===== src/rtl/gdhs_pkg.sv =====
// Purpose: constants for the high-side gate drive config and lock block
// Assumes: classic Wishbone, 32-bit data, word-aligned registers
// Notes:   lock codes and field layout shared by main and lock modules
package gdhs_pkg;
   localparam int          GDHS_AW         = 4;
   // register byte addresses
   localparam logic [3:0]  GDHS_DRV_CTRL   = 4'h8;   // index 0x02
   localparam logic [3:0]  GDHS_HS_CFG     = 4'hC;   // index 0x03
   // field layout
   localparam int          GDHS_LOCK_LSB   = 8;
   localparam int          GDHS_SRC_LSB    = 4;
   localparam int          GDHS_SNK_LSB    = 0;
   localparam int          GDHS_CTL_COAST  = 2;
   localparam int          GDHS_CTL_BRAKE  = 1;
   localparam int          GDHS_CTL_CLR    = 0;
   localparam int          GDHS_CTL_W      = 11;
   // reset values and lock codes
   localparam logic [2:0]  GDHS_LOCK_RST   = 3'h3;
   localparam logic [2:0]  GDHS_LOCK_CODE  = 3'h6;
   localparam logic [2:0]  GDHS_UNLOCK_CODE = 3'h3;
   localparam logic [3:0]  GDHS_SRC_RST    = 4'hF;
   localparam logic [3:0]  GDHS_SNK_RST    = 4'hF;
   localparam logic [10:0] GDHS_CTL_RST    = 11'h000;
endpackage


===== src/rtl/gdhs_lock_if.sv =====
// Purpose: carrier between register front end and lock keeper
// Assumes: single clock domain
// Notes:   lock_wr is a one-cycle strobe
`timescale 1ns/1ns
`default_nettype none
interface gdhs_lock_if;
   logic       lock_wr;
   logic [2:0] lock_data;
   logic       locked;
   modport keeper (input lock_wr, input lock_data, output locked);
   modport user   (output lock_wr, output lock_data, input locked);
endinterface
`default_nettype wire


===== src/rtl/gdhs_top.sv =====
// Purpose: high-side gate drive config register with map lock
// Assumes: classic Wishbone slave, 32-bit data, one clock
// Notes:   ack one cycle after request, dropped the next cycle
`timescale 1ns/1ns
`default_nettype none
// Notes on behaviour
// - Writing 110b to the lock field while unlocked locks the map except the lock field and ctrl bits 0-2.
// - While unlocked, other lock codes leave the lock state alone.
// - Writing 011b to the lock field unlocks every register.
// - While locked, codes other than 011b keep the map locked.
// - The source current code sits at bits 7:4, read/write, reset 1111b.
// - The sink current code sits at bits 3:0, read/write, reset 1111b.
// - The config register lives at register index 0x03.
// - Ctrl bit 2 coasts, bit 1 brakes, bit 0 clears faults and self-clears.
module gdhs_top
   import gdhs_pkg::*;
(
   input  wire logic        CLK,
   input  wire logic        RESET_N,
   input  wire logic        CE,
   input  wire logic        WB_CYC_I,
   input  wire logic        WB_STB_I,
   input  wire logic        WB_WE_I,
   input  wire logic [3:0]  WB_ADR_I,
   input  wire logic [3:0]  WB_SEL_I,
   input  wire logic [31:0] WB_DAT_I,
   output logic      [31:0] WB_DAT_O,
   output logic             WB_ACK_O,
   output logic      [3:0]  HS_SOURCE_CURRENT_CODE,
   output logic      [3:0]  HS_SINK_CURRENT_CODE,
   output logic             COAST,
   output logic             BRAKE,
   output logic             FAULT_CLEAR,
   output logic             LOCKED
);
   // ----------------------------------------
   // state
   // ----------------------------------------
   logic [2:0]            lock_code_r, lock_code_nxt;
   logic [3:0]            src_r, src_nxt;
   logic [3:0]            snk_r, snk_nxt;
   logic [GDHS_CTL_W-1:0] ctl_r, ctl_nxt;
   logic                  ack_r, ack_nxt;
   logic [31:0]           dat_r, dat_nxt;
   logic                  req;
   logic                  wr;
   gdhs_lock_if           lk ();

   gdhs_lock u_lock (
      .clk     (CLK),
      .reset_n (RESET_N),
      .ce      (CE),
      .lk      (lk)
   );

   // ----------------------------------------
   // bus and register next state
   // ----------------------------------------
   assign req = WB_CYC_I && WB_STB_I && !ack_r;
   assign wr  = req && WB_WE_I;

   always_comb begin
      lock_code_nxt = lock_code_r;
      src_nxt       = src_r;
      snk_nxt       = snk_r;
      ctl_nxt       = ctl_r;
      ctl_nxt[GDHS_CTL_CLR] = 1'b0;
      ack_nxt       = req;
      dat_nxt       = dat_r;
      lk.lock_wr    = 1'b0;
      lk.lock_data  = WB_DAT_I[GDHS_LOCK_LSB +: 3];
      if (wr && WB_ADR_I == GDHS_HS_CFG) begin
         if (WB_SEL_I[1]) begin
            lock_code_nxt = WB_DAT_I[GDHS_LOCK_LSB +: 3];
            lk.lock_wr    = 1'b1;
         end
         if (WB_SEL_I[0] && !lk.locked) begin
            src_nxt = WB_DAT_I[GDHS_SRC_LSB +: 4];
            snk_nxt = WB_DAT_I[GDHS_SNK_LSB +: 4];
         end
      end
      if (wr && WB_ADR_I == GDHS_DRV_CTRL) begin
         if (WB_SEL_I[0]) begin
            ctl_nxt[2:0] = WB_DAT_I[2:0];
            if (!lk.locked) begin
               ctl_nxt[7:3] = WB_DAT_I[7:3];
            end
         end
         if (WB_SEL_I[1] && !lk.locked) begin
            ctl_nxt[10:8] = WB_DAT_I[10:8];
         end
      end
      if (req && !WB_WE_I) begin
         unique case (WB_ADR_I)
            GDHS_HS_CFG:   dat_nxt = {21'h0, lock_code_r, src_r, snk_r};
            GDHS_DRV_CTRL: dat_nxt = {21'h0, ctl_r};
            default:       dat_nxt = 32'h00000000;
         endcase
      end
   end

   always_ff @(posedge CLK or negedge RESET_N) begin
      if (!RESET_N) begin
         lock_code_r <= GDHS_LOCK_RST;
         src_r       <= GDHS_SRC_RST;
         snk_r       <= GDHS_SNK_RST;
         ctl_r       <= GDHS_CTL_RST;
         ack_r       <= 1'b0;
         dat_r       <= 32'h00000000;
      end else if (CE) begin
         lock_code_r <= lock_code_nxt;
         src_r       <= src_nxt;
         snk_r       <= snk_nxt;
         ctl_r       <= ctl_nxt;
         ack_r       <= ack_nxt;
         dat_r       <= dat_nxt;
      end
   end

   assign WB_ACK_O               = ack_r;
   assign WB_DAT_O               = dat_r;
   assign HS_SOURCE_CURRENT_CODE = src_r;
   assign HS_SINK_CURRENT_CODE   = snk_r;
   assign COAST                  = ctl_r[GDHS_CTL_COAST];
   assign BRAKE                  = ctl_r[GDHS_CTL_BRAKE];
   assign FAULT_CLEAR            = ctl_r[GDHS_CTL_CLR];
   assign LOCKED                 = lk.locked;

   // ----------------------------------------
   // checks
   // ----------------------------------------
   locked_codes_a: assert property (@(posedge CLK) disable iff (!RESET_N)
      CE && lk.locked |=> $stable(src_r) && $stable(snk_r))
      else $error("drive code changed while locked");
   clear_pulse_a: assert property (@(posedge CLK) disable iff (!RESET_N)
      CE && ctl_r[GDHS_CTL_CLR] |=> !ctl_r[GDHS_CTL_CLR])
      else $error("fault clear did not self-clear");
   coast_open_a: assert property (@(posedge CLK) disable iff (!RESET_N)
      CE && wr && WB_ADR_I == GDHS_DRV_CTRL && WB_SEL_I[0]
      |=> ctl_r[GDHS_CTL_COAST] == $past(WB_DAT_I[GDHS_CTL_COAST]))
      else $error("coast write lost");
   src_write_a: assert property (@(posedge CLK) disable iff (!RESET_N)
      CE && wr && WB_ADR_I == GDHS_HS_CFG && WB_SEL_I[0] && !lk.locked
      |=> src_r == $past(WB_DAT_I[7:4]) && snk_r == $past(WB_DAT_I[3:0]))
      else $error("config write lost while unlocked");
   ack_once_a: assert property (@(posedge CLK) disable iff (!RESET_N)
      CE && ack_r |=> !ack_r)
      else $error("ack held two cycles");
endmodule // gdhs_top
`default_nettype wire


===== src/rtl/gdhs_lock.sv =====
// Purpose: lock state keeper for the register map
// Assumes: lock_wr pulses once per accepted write to the lock field
// Notes:   locked state is kept apart from the readback code
`timescale 1ns/1ns
`default_nettype none
module gdhs_lock
   import gdhs_pkg::*;
(
   input  wire logic    clk,
   input  wire logic    reset_n,
   input  wire logic    ce,
   gdhs_lock_if.keeper  lk
);
   logic locked_r;
   logic locked_nxt;

   always_comb begin
      locked_nxt = locked_r;
      if (lk.lock_wr) begin
         if (!locked_r && lk.lock_data == GDHS_LOCK_CODE) begin
            locked_nxt = 1'b1;
         end
         if (locked_r && lk.lock_data == GDHS_UNLOCK_CODE) begin
            locked_nxt = 1'b0;
         end
      end
   end

   always_ff @(posedge clk or negedge reset_n) begin
      if (!reset_n) begin
         locked_r <= 1'b0;
      end else if (ce) begin
         locked_r <= locked_nxt;
      end
   end

   assign lk.locked = locked_r;

   stay_unlocked_a: assert property (@(posedge clk) disable iff (!reset_n)
      ce && lk.lock_wr && !locked_r && lk.lock_data != GDHS_LOCK_CODE |=> !locked_r)
      else $error("lock set by a non-lock code");
   stay_locked_a: assert property (@(posedge clk) disable iff (!reset_n)
      ce && lk.lock_wr && locked_r && lk.lock_data != GDHS_UNLOCK_CODE |=> locked_r)
      else $error("lock released by a non-unlock code");
   lock_code_a: assert property (@(posedge clk) disable iff (!reset_n)
      ce && lk.lock_wr && !locked_r && lk.lock_data == GDHS_LOCK_CODE |=> locked_r)
      else $error("lock code did not lock");
   unlock_code_a: assert property (@(posedge clk) disable iff (!reset_n)
      ce && lk.lock_wr && locked_r && lk.lock_data == GDHS_UNLOCK_CODE |=> !locked_r)
      else $error("unlock code did not unlock");
endmodule // gdhs_lock
`default_nettype wire


===== config.mk =====
export PLATFORM = sky130hd
export DESIGN_NAME = gdhs_top
export DESIGN_NICKNAME = d
export VERILOG_FILES = /design/src/rtl/gdhs_pkg.sv /design/src/rtl/gdhs_lock_if.sv /design/src/rtl/gdhs_top.sv /design/src/rtl/gdhs_lock.sv
export SDC_FILE = /design/constraint.sdc
export NUM_CORES = 1
export LEC_CHECK = 0
export BUFFER_PORTS_ARGS = -buffer_cell sky130_fd_sc_hd__buf_2
export CAP_MARGIN = 10
export CORE_MARGIN = 2
export CORE_UTILIZATION = 45
export CTS_CLUSTER_DIAMETER = 100
export DETAILED_ROUTE_END_ITERATION = 8
export PLACE_DENSITY = 0.77
export SLEW_MARGIN = 25
export SYNTH_ARGS = -nofsm -noshare
export SYNTH_HDL_FRONTEND = slang
export SYNTH_SLANG_ARGS = --single-unit

===== constraint.sdc =====
create_clock -name CLK -period 2.2 [get_ports CLK]
set_clock_uncertainty 0.1 [all_clocks]
set_input_delay 0.11 -clock CLK [delete_from_list [all_inputs] [get_ports CLK]]
set_output_delay 0.11 -clock CLK [all_outputs]
set_load 0.005 [all_outputs]

# After elaboration in Yosys (flattened, before gate mapping)
# Index checks and enable logic that the tools add are counted.
# word_totals
regBits	56
input_bits	46
out_inout_bits	45
# classes
eq_ne	4
n_bitwise	1
mux	7
n_reduce_logical	21
# op_table
op	count
case mux 11 bit (2 select lines)	1
AND reduction 3 bit	5
logical AND 1 bit	10
equality test 4 bit, second input constant	2
2-to-1 mux 1 bit	6
AND reduction 4 bit	1
equality test 3 x 2 -> 1 bit, second input constant	1
equality test 3 bit, second input constant	1
logical NOT 1 bit	3
AND reduction 2 bit	1
nonzero test 2 bit	1
NOT 1 bit	1

# Longest topological paths before layout
# Gate-level depths: netlist of run 1.
# depth
word_depth	6
ltp_mapped	5

# Hierarchy
# Synthesis of run 1 repeated with hierarchy kept, for this count alone.
# hier_totals
hier_cells	127
hier_area_um2	1735.4
# by_module_without_submodules
mod	cells_per_inst	area_per_inst_um2	instances
gdhs_top	122	1686.6	1
gdhs_lock	5	48.8	1

# Worst setup path after synthesis of run 1
# OpenSTA, ideal clock, no wires.
# synth_timing
path_type	register to register
start	reg ack_r, in the netlist WB_ACK_O
end	reg snk_r[0], in the netlist HS_SINK_CURRENT_CODE[0]
synth_period_minus_slack_ns	1.774
arrival_ns	1.591
required_ns	2.018
path_stages_with_launch	5
setup_slack_ns	0.426
path_buffers	1
cell_sequence	dfrtp_1 nand4b_1 buf_2 nor4_4 mux2_2
# synth_via
elab_chain_cells	5
# synth_rtl
element	line	source
start: declaration	gdhs_top.sv:43	logic ack_r, ack_nxt;
start signal: assignment	gdhs_top.sv:115	ack_r <= ack_nxt;
logical NOT 1 bit	gdhs_top.sv:59	assign req = WB_CYC_I && WB_STB_I && !ack_r;
logical AND 1 bit	gdhs_top.sv:59	
logical AND 1 bit	gdhs_top.sv:60	assign wr = req && WB_WE_I;
logical AND 1 bit	gdhs_top.sv:72	if (wr && WB_ADR_I == GDHS_HS_CFG) begin
AND reduction 3 bit (no source line)	-	
end signal: assignment	gdhs_top.sv:113	snk_r <= snk_nxt;
end: declaration	gdhs_top.sv:41	logic [3:0] snk_r, snk_nxt;
# No other way between the ends.
# A chain may end at the register's enable or synchronous reset.

# Final worst setup path of run 1
# layout_timing
start	in CE
end	reg ctl_r[9]
# layout_via
elab_chain_cells	1
# layout_rtl
element	line	source
start: declaration	gdhs_top.sv:20	input wire logic CE,
AND reduction 3 bit (no source line)	-	
end signal: assignment	gdhs_top.sv:114	ctl_r <= ctl_nxt;
end: declaration	gdhs_top.sv:42	logic [GDHS_CTL_W-1:0] ctl_r, ctl_nxt;
# No other way between the ends.

==> flow_summary.json, run 1 <==
{
  "status": "complete, no violations",
  "hp-class": "in2reg",
  "p_clk_share_pct": 38.5,
  "combinationalPowerShare_pct": 9.3,
  "gp_congestion": 0.7314,
  "slew_headroom_pct": 50.33,
  "synth_edf_count": 0,
  "finalSetupTns_ps": 0,
  "whs_ps": 15.84,
  "area_delta_synth_final_pct": 26.11,
  "async_flop_share_pct": 100.0,
  "crit_family": "buffers and inverters",
  "slew_violations": 0,
  "final_core_util_pct": 59.26,
  "die_area_um2": 4334,
  "drive_above_1_share_pct": 47.80,
  "cts_tree": "yes",
  "routed_wl_mm": 3.456,
  "track_usage_pct": 17.93,
  "grt_pass1_vias": 1281,
  "cap_violations": 0,
  "path_depth": 6,
  "avgRoutedWirePerCell_um": 13.66,
  "ant_nets": 0,
  "yosys-top-cells-count": "dfrtp_1, o21ai_0, buf_4, mux2_2, a22oi_1",
  "ys_ff_latch": 35,
  "vias": 1267,
  "clk_pin_slew_ps": 70,
  "hold_viol": 0,
  "grt_antenna_before_repair": 0,
  "num_antenna_cells": 0,
  "worstSkewPairLatency_ps": 280,
  "internal-power_uw": 1003,
  "ir_worst_vdd_v": 0.0003423,
  "overflow": 0,
  "grt_max_degree": 36,
  "die_w_um": 65.83,
  "dp_hpwl_mm": 2.573,
  "cts_buffer_depth": 2,
  "holdPathStages": 2,
  "pwr_density_cell_nw_per_um2": 595.0,
  "routed_via_density": 5.008,
  "critPathKind": "in2reg",
  "initial_utilization_pct": 46.99,
  "cp.required_ps": 2270,
  "p_total_uw": 1291,
  "grt_pass1_wl_mm": 5.823,
  "core-area_um2": 3661,
  "yosysSeqAreaShare_pct": 51.64,
  "cp.arrival_ps": 2110,
  "worstMarginPinSlew_ps": 745.0,
  "synthesis.area_um2": 1720,
  "nFillCells": 315,
  "period_share_pct": 93.06,
  "dr.pass1.iters": 4,
  "ioPinCount": 91,
  "cp_max_fo": 9,
  "rsz0062_at_grt": "false",
  "cp_slowest_stage_delay_ps": 540,
  "p_seq_share_pct": 52.2,
  "cp_slowest_cell": "dlygate4sd3_1",
  "switching_share_pct": 22.27,
  "synth_area_leaders": "dfrtp_1, dfstp_2, mux2_2",
  "synth.distinct_cells": 24,
  "finalSetupViolCount": 0,
  "rows": 22,
  "synth_top_area_cell": "dfrtp_1",
  "cp-start-kind": "input pin",
  "die_h_um": 65.83,
  "multi_input_area_um2": 732.0,
  "max_freq_mhz": 488.5,
  "synthCells": 142,
  "yosysWarnings": 0,
  "layout.nets": 250,
  "htreeDepth": 2,
  "synth_most_common_cell": "dfrtp_1",
  "regArea_um2": 888.4,
  "crit_buf_inv": 3,
  "drt_iter0_markers": 26,
  "netlist.area_leader.share_pct": 36.36,
  "total_leakage_power_uw": 0.001042,
  "cp-end-kind": "flip-flop",
  "min_period_ps": 2047,
  "cts_buffers": 5,
  "ctsRootBufferMaster": "clkbuf_8",
  "ys.flop_type": "dfrtp_1",
  "port_buffers": 46,
  "crit_chain": "dlygate4sd3_1 > buf_2 > nand4b_1 > buf_4 > nor4_4 > mux2_2",
  "switchingPower_uw": 287.5,
  "syn_area_per_cell_um2": 12.12,
  "r2r_cells": 4,
  "cts_sinks": 35,
  "drc": 0
}
metrics by stage:
| stage | cell area [µm²] | setup slack [ps] | cells |
|---|---|---|---|
| after floorplan | 1795 | 426.4 | 162 |
| after global placement | 1954 | 144.4 | 234 |
| after detailed placement | 1954 | 111.1 | 234 |
| after CTS | 2165 | 93.76 | 253 |
| after global routing | 2170 | 111.2 | 253 |
| final | 2170 | 152.7 | 253 |
cell families (layout without fill, tap and decap cells):
| family | after synthesis | after routing | synth area share (%) |
|---|---|---|---|
| and+or+nand+nor | 18 | 18 | 10.04 |
| DFF | 35 | 35 | 51.64 |
| buffers and inverters | 30 | 73 | 11.20 |
| AOI/OAI and AO/OA | 37 | 37 | 13.16 |
| muxes | 21 | 21 | 13.75 |
| other | 1 | 21 | 0.2180 |
worst register-to-register path: stages, from the launching register on:
cell      delay (ps)
dfrtp_1          390
nand4b_1         390
buf_4            300
nor4_4           340
mux2_2           390
power groups by stage:
stage / combinational (µW) / sequential, µW / clock [µW]
CTS: 120 / 674 / 521
finish: 120 / 674 / 497
detailed placement: 105 / 685 / 0
global route: 135 / 676 / 551
floorplan: 71.2 / 684 / 0
global placement: 102 / 684 / 0
registers in the layout, indices dropped and copies added (netlist names):
signal / flops
HS_SINK_CURRENT_CODE: 4
HS_SOURCE_CURRENT_CODE: 4
WB_ACK_O: 1
WB_DAT_O: 11
ctl_r: 11
lock_code_r: 3
u_lock.lk.locked: 1
cells in the final DEF (no fill, tap or decap), types with 2 or more instances in the layout:
cell type      Yosys  layout
nand4bb_1          2       2
mux2_2            21      21
dfstp_2           10      10
nand2_1            4       4
inv_1              3       3
a22oi_1           11      11
dfrtp_1           25      25
buf_4             21       5
o21ai_0           23      23
dlygate4sd3_1      0      11
nor4_4             3       3
conb_1             1      21
clkbuf_8           0       7
buf_2              1      46
nor3_2             1       2
area by class of cell:
cell class,count,share of cell area [%]
tap,48,2.768
multi-input combinational,97,33.74
sequential,35,40.95
inverter,3,0.5190
timing repair buffer,62,17.42
clock buffer,8,4.614
per-layer routing:
| metal | track usage [%] | part of all wire, % | vias up |
|---|---|---|---|
| li1 | - | - | 599 |
| met1 | 20.38 | 39 | 616 |
| met2 | 31.31 | 52 | 50 |
| met3 | 6.303 | 7.6 | 2 |
| met4 | 5.729 | 0.67 | 0 |
| met5 | 0 | 0 | - |
worst paths after layout:
kind	to	slack, ps	from
setup / recovery	ctl_r[9]$_DFFE_PN0P_	150	CE
hold / removal	ctl_r[10]$_DFFE_PN0P_	20	WB_DAT_I[10]
setup reg to reg	ctl_r[9]$_DFFE_PN0P_	180	WB_ACK_O$_DFFE_PN0P_
hold reg to reg	WB_DAT_O[6]$_DFFE_PN0P_	400	WB_DAT_O[6]$_DFFE_PN0P_
max in group asynchronous	WB_DAT_O[7]$_DFFE_PN0P_	1200	RESET_N
min in group asynchronous	WB_DAT_O[0]$_DFFE_PN0P_	330	RESET_N
repair_timing:
| action | 4_1_cts | 5_1_grt |
|---|---|---|
| resized for setup | 0 | 1 |
| endpoints found under the setup margin | 0 | 3 |
| setup buffers | 0 | 0 |
| hold buffers | 11 | 0 |
| hold endpoints to repair | 43 | 0 |
Power figures use the tool's default switching activity.
==> inputs of run 2 (changes only) <==
--- a/config.mk
+++ b/config.mk
@@ -9,3 +9,2 @@
 export CAP_MARGIN = 10
-export CORE_MARGIN = 2
 export CORE_UTILIZATION = 45
==> constraint.sdc (replaced) <==
create_clock -name CLK -period 2.2 [get_ports CLK]
set_clock_uncertainty 0.1 [all_clocks]
set_input_delay 0.22 -clock CLK [delete_from_list [all_inputs] [get_ports CLK]]
set_output_delay 0.22 -clock CLK [all_outputs]
set_load 0.005 [all_outputs]
==> flow_summary.json, run 2 (synthesis gave the netlist of run 1 again) <==
{
  "status": "complete, no violations",
  "dr.pass1.iters": 4,
  "final_common_cell": "buf_2",
  "cap_violations": 0,
  "die_area_um2": 4074,
  "cts_sinks": 35,
  "period_share_pct": 89.55,
  "hold_viol": 0,
  "num_antenna_cells": 0,
  "finalSetupViolCount": 0,
  "area_delta_synth_final_pct": 21.02,
  "ir_worst_vdd_v": 0.0005131,
  "finalSetupTns_ps": 0,
  "p_seq_share_pct": 49.3,
  "cp_max_fo": 10,
  "combinationalPowerShare_pct": 7.7,
  "cts_tree": "yes",
  "final_core_util_pct": 56.87,
  "ioPinCount": 91,
  "worstSkewPairLatency_ps": 280,
  "cp.arrival_ps": 2040,
  "ff2ff_setup_slack_ps": 230,
  "drive_above_1_share_pct": 50.26,
  "final_cell_mix": "buf_2, dfrtp_1, o21ai_0",
  "grt_pass1_vias": 1185,
  "grt_antenna_before_repair": 0,
  "dp_hpwl_mm": 2.417,
  "routed_wl_mm": 3.276,
  "worstMarginPinSlew_ps": 750.1,
  "total_leakage_power_uw": 0.001010,
  "slew_violations": 0,
  "core-area_um2": 3661,
  "track_usage_pct": 17.74,
  "grt_pass1_wl_mm": 5.451,
  "avgRoutedWirePerCell_um": 13.48,
  "min_period_ps": 1970,
  "overflow": 0,
  "drc": 0,
  "cts_buffers": 5,
  "internal-power_uw": 1073,
  "cp.required_ps": 2270,
  "switching_share_pct": 21.46,
  "die_w_um": 63.83,
  "hp-class": "in2reg",
  "rsz0062_at_grt": "false",
  "die_h_um": 63.83,
  "p_total_uw": 1366,
  "vias": 1235,
  "drt_iter0_markers": 39,
  "slew_headroom_pct": 49.99,
  "cts_resized": 0,
  "initial_utilization_pct": 46.99,
  "port_buffers": 46,
  "gp_congestion": 0.8256,
  "routed_via_density": 5.082,
  "clk_pin_slew_ps": 70,
  "grt_max_degree": 36,
  "max_freq_mhz": 507.6,
  "ant_nets": 0,
  "cts_buffer_depth": 2,
  "htreeDepth": 2,
  "pwr_density_cell_nw_per_um2": 656.0,
  "p_clk_share_pct": 42.9,
  "critPathKind": "reg2reg",
  "layout.nets": 240,
  "switchingPower_uw": 293.1,
  "rows": 22,
  "cp-end-kind": "flip-flop",
  "cp-start-kind": "flip-flop",
  "ctsRootBufferMaster": "clkbuf_8"
}
run 2: cell count changes in the layout (fill, tap and decap cells not counted):
| cell | delta |
|---|---|
| clkinv_2 | +1 |
| clkbuf_8 | -1 |
| nor3_2 | -1 |
| bufinv_16 | +1 |
| clkbuf_1 | -1 |
| nor3_1 | +1 |
| dlygate4sd3_1 | -10 |
run 2: final timing paths:
kind / start / end / cells after the start
setup / recovery: WB_ACK_O$_DFFE_PN0P_ / ctl_r[4]$_DFFE_PN0P_ / 4
hold / removal: CE / WB_ACK_O$_DFFE_PN0P_ / 2
setup reg to reg: WB_ACK_O$_DFFE_PN0P_ / ctl_r[4]$_DFFE_PN0P_ / 4
hold reg to reg: WB_DAT_O[10]$_DFFE_PN0P_ / WB_DAT_O[10]$_DFFE_PN0P_ / 2
max in group asynchronous: RESET_N / WB_DAT_O[10]$_DFFE_PN0P_ / 2
min in group asynchronous: RESET_N / ctl_r[7]$_DFFE_PN0P_ / 2
run 2: power groups by stage:
stage | Combinational, µW | Sequential [µW] | Clock [µW]
6_report | 106 | 674 | 586
3_3_place_gp | 102 | 684 | 0
5_1_grt | 118 | 676 | 621
2_1_floorplan | 71.2 | 684 | 0
4_1_cts | 106 | 674 | 602
3_5_place_dp | 105 | 685 | 0
run 2: critical path, stage by stage (launching register included):
cell      delay (ps)
dfrtp_1          390
nand4b_1         280
buf_4            240
nor4_4           450
mux2_2           390
run 2: layout make-up:
class | instances | area, µm²
clock inverter | 2 | 35.03
tap | 48 | 60.06
clock buffer | 6 | 82.58
fill | 341 | 1579
multi-input combinational | 97 | 726.9
sequential | 35 | 888.4
timing repair buffer | 52 | 277.8
inverter | 3 | 11.26
run 2: routing by layer:
metal | global-route usage, % | vias to the layer above | part of all wire [%]
met1 | 20.86 | 606 | 40
li1 | - | 578 | -
met2 | 30.05 | 44 | 52
met3 | 5.357 | 7 | 5.5
met5 | 0 | - | 0
met4 | 7.102 | 0 | 1.9
run 2: timing repair:
item,in CTS,in global routing
buffers inserted,0,0
hold buffers,1,0
hold endpoints to repair,25,0
run 2: metrics by stage:
step / std cells / hold slack, ps / instance area, µm² / setup WS (ps)
2_1_floorplan: 162 / -175.6 / 1795 / 426.4
5_1_grt: 243 / 59.81 / 2082 / 118.8
4_1_cts: 243 / 46.43 / 2082 / 217.2
3_5_place_dp: 234 / 226.4 / 1954 / 235.9
6_report: 243 / 55.46 / 2082 / 229.8
3_3_place_gp: 234 / 226.0 / 1954 / 248.3
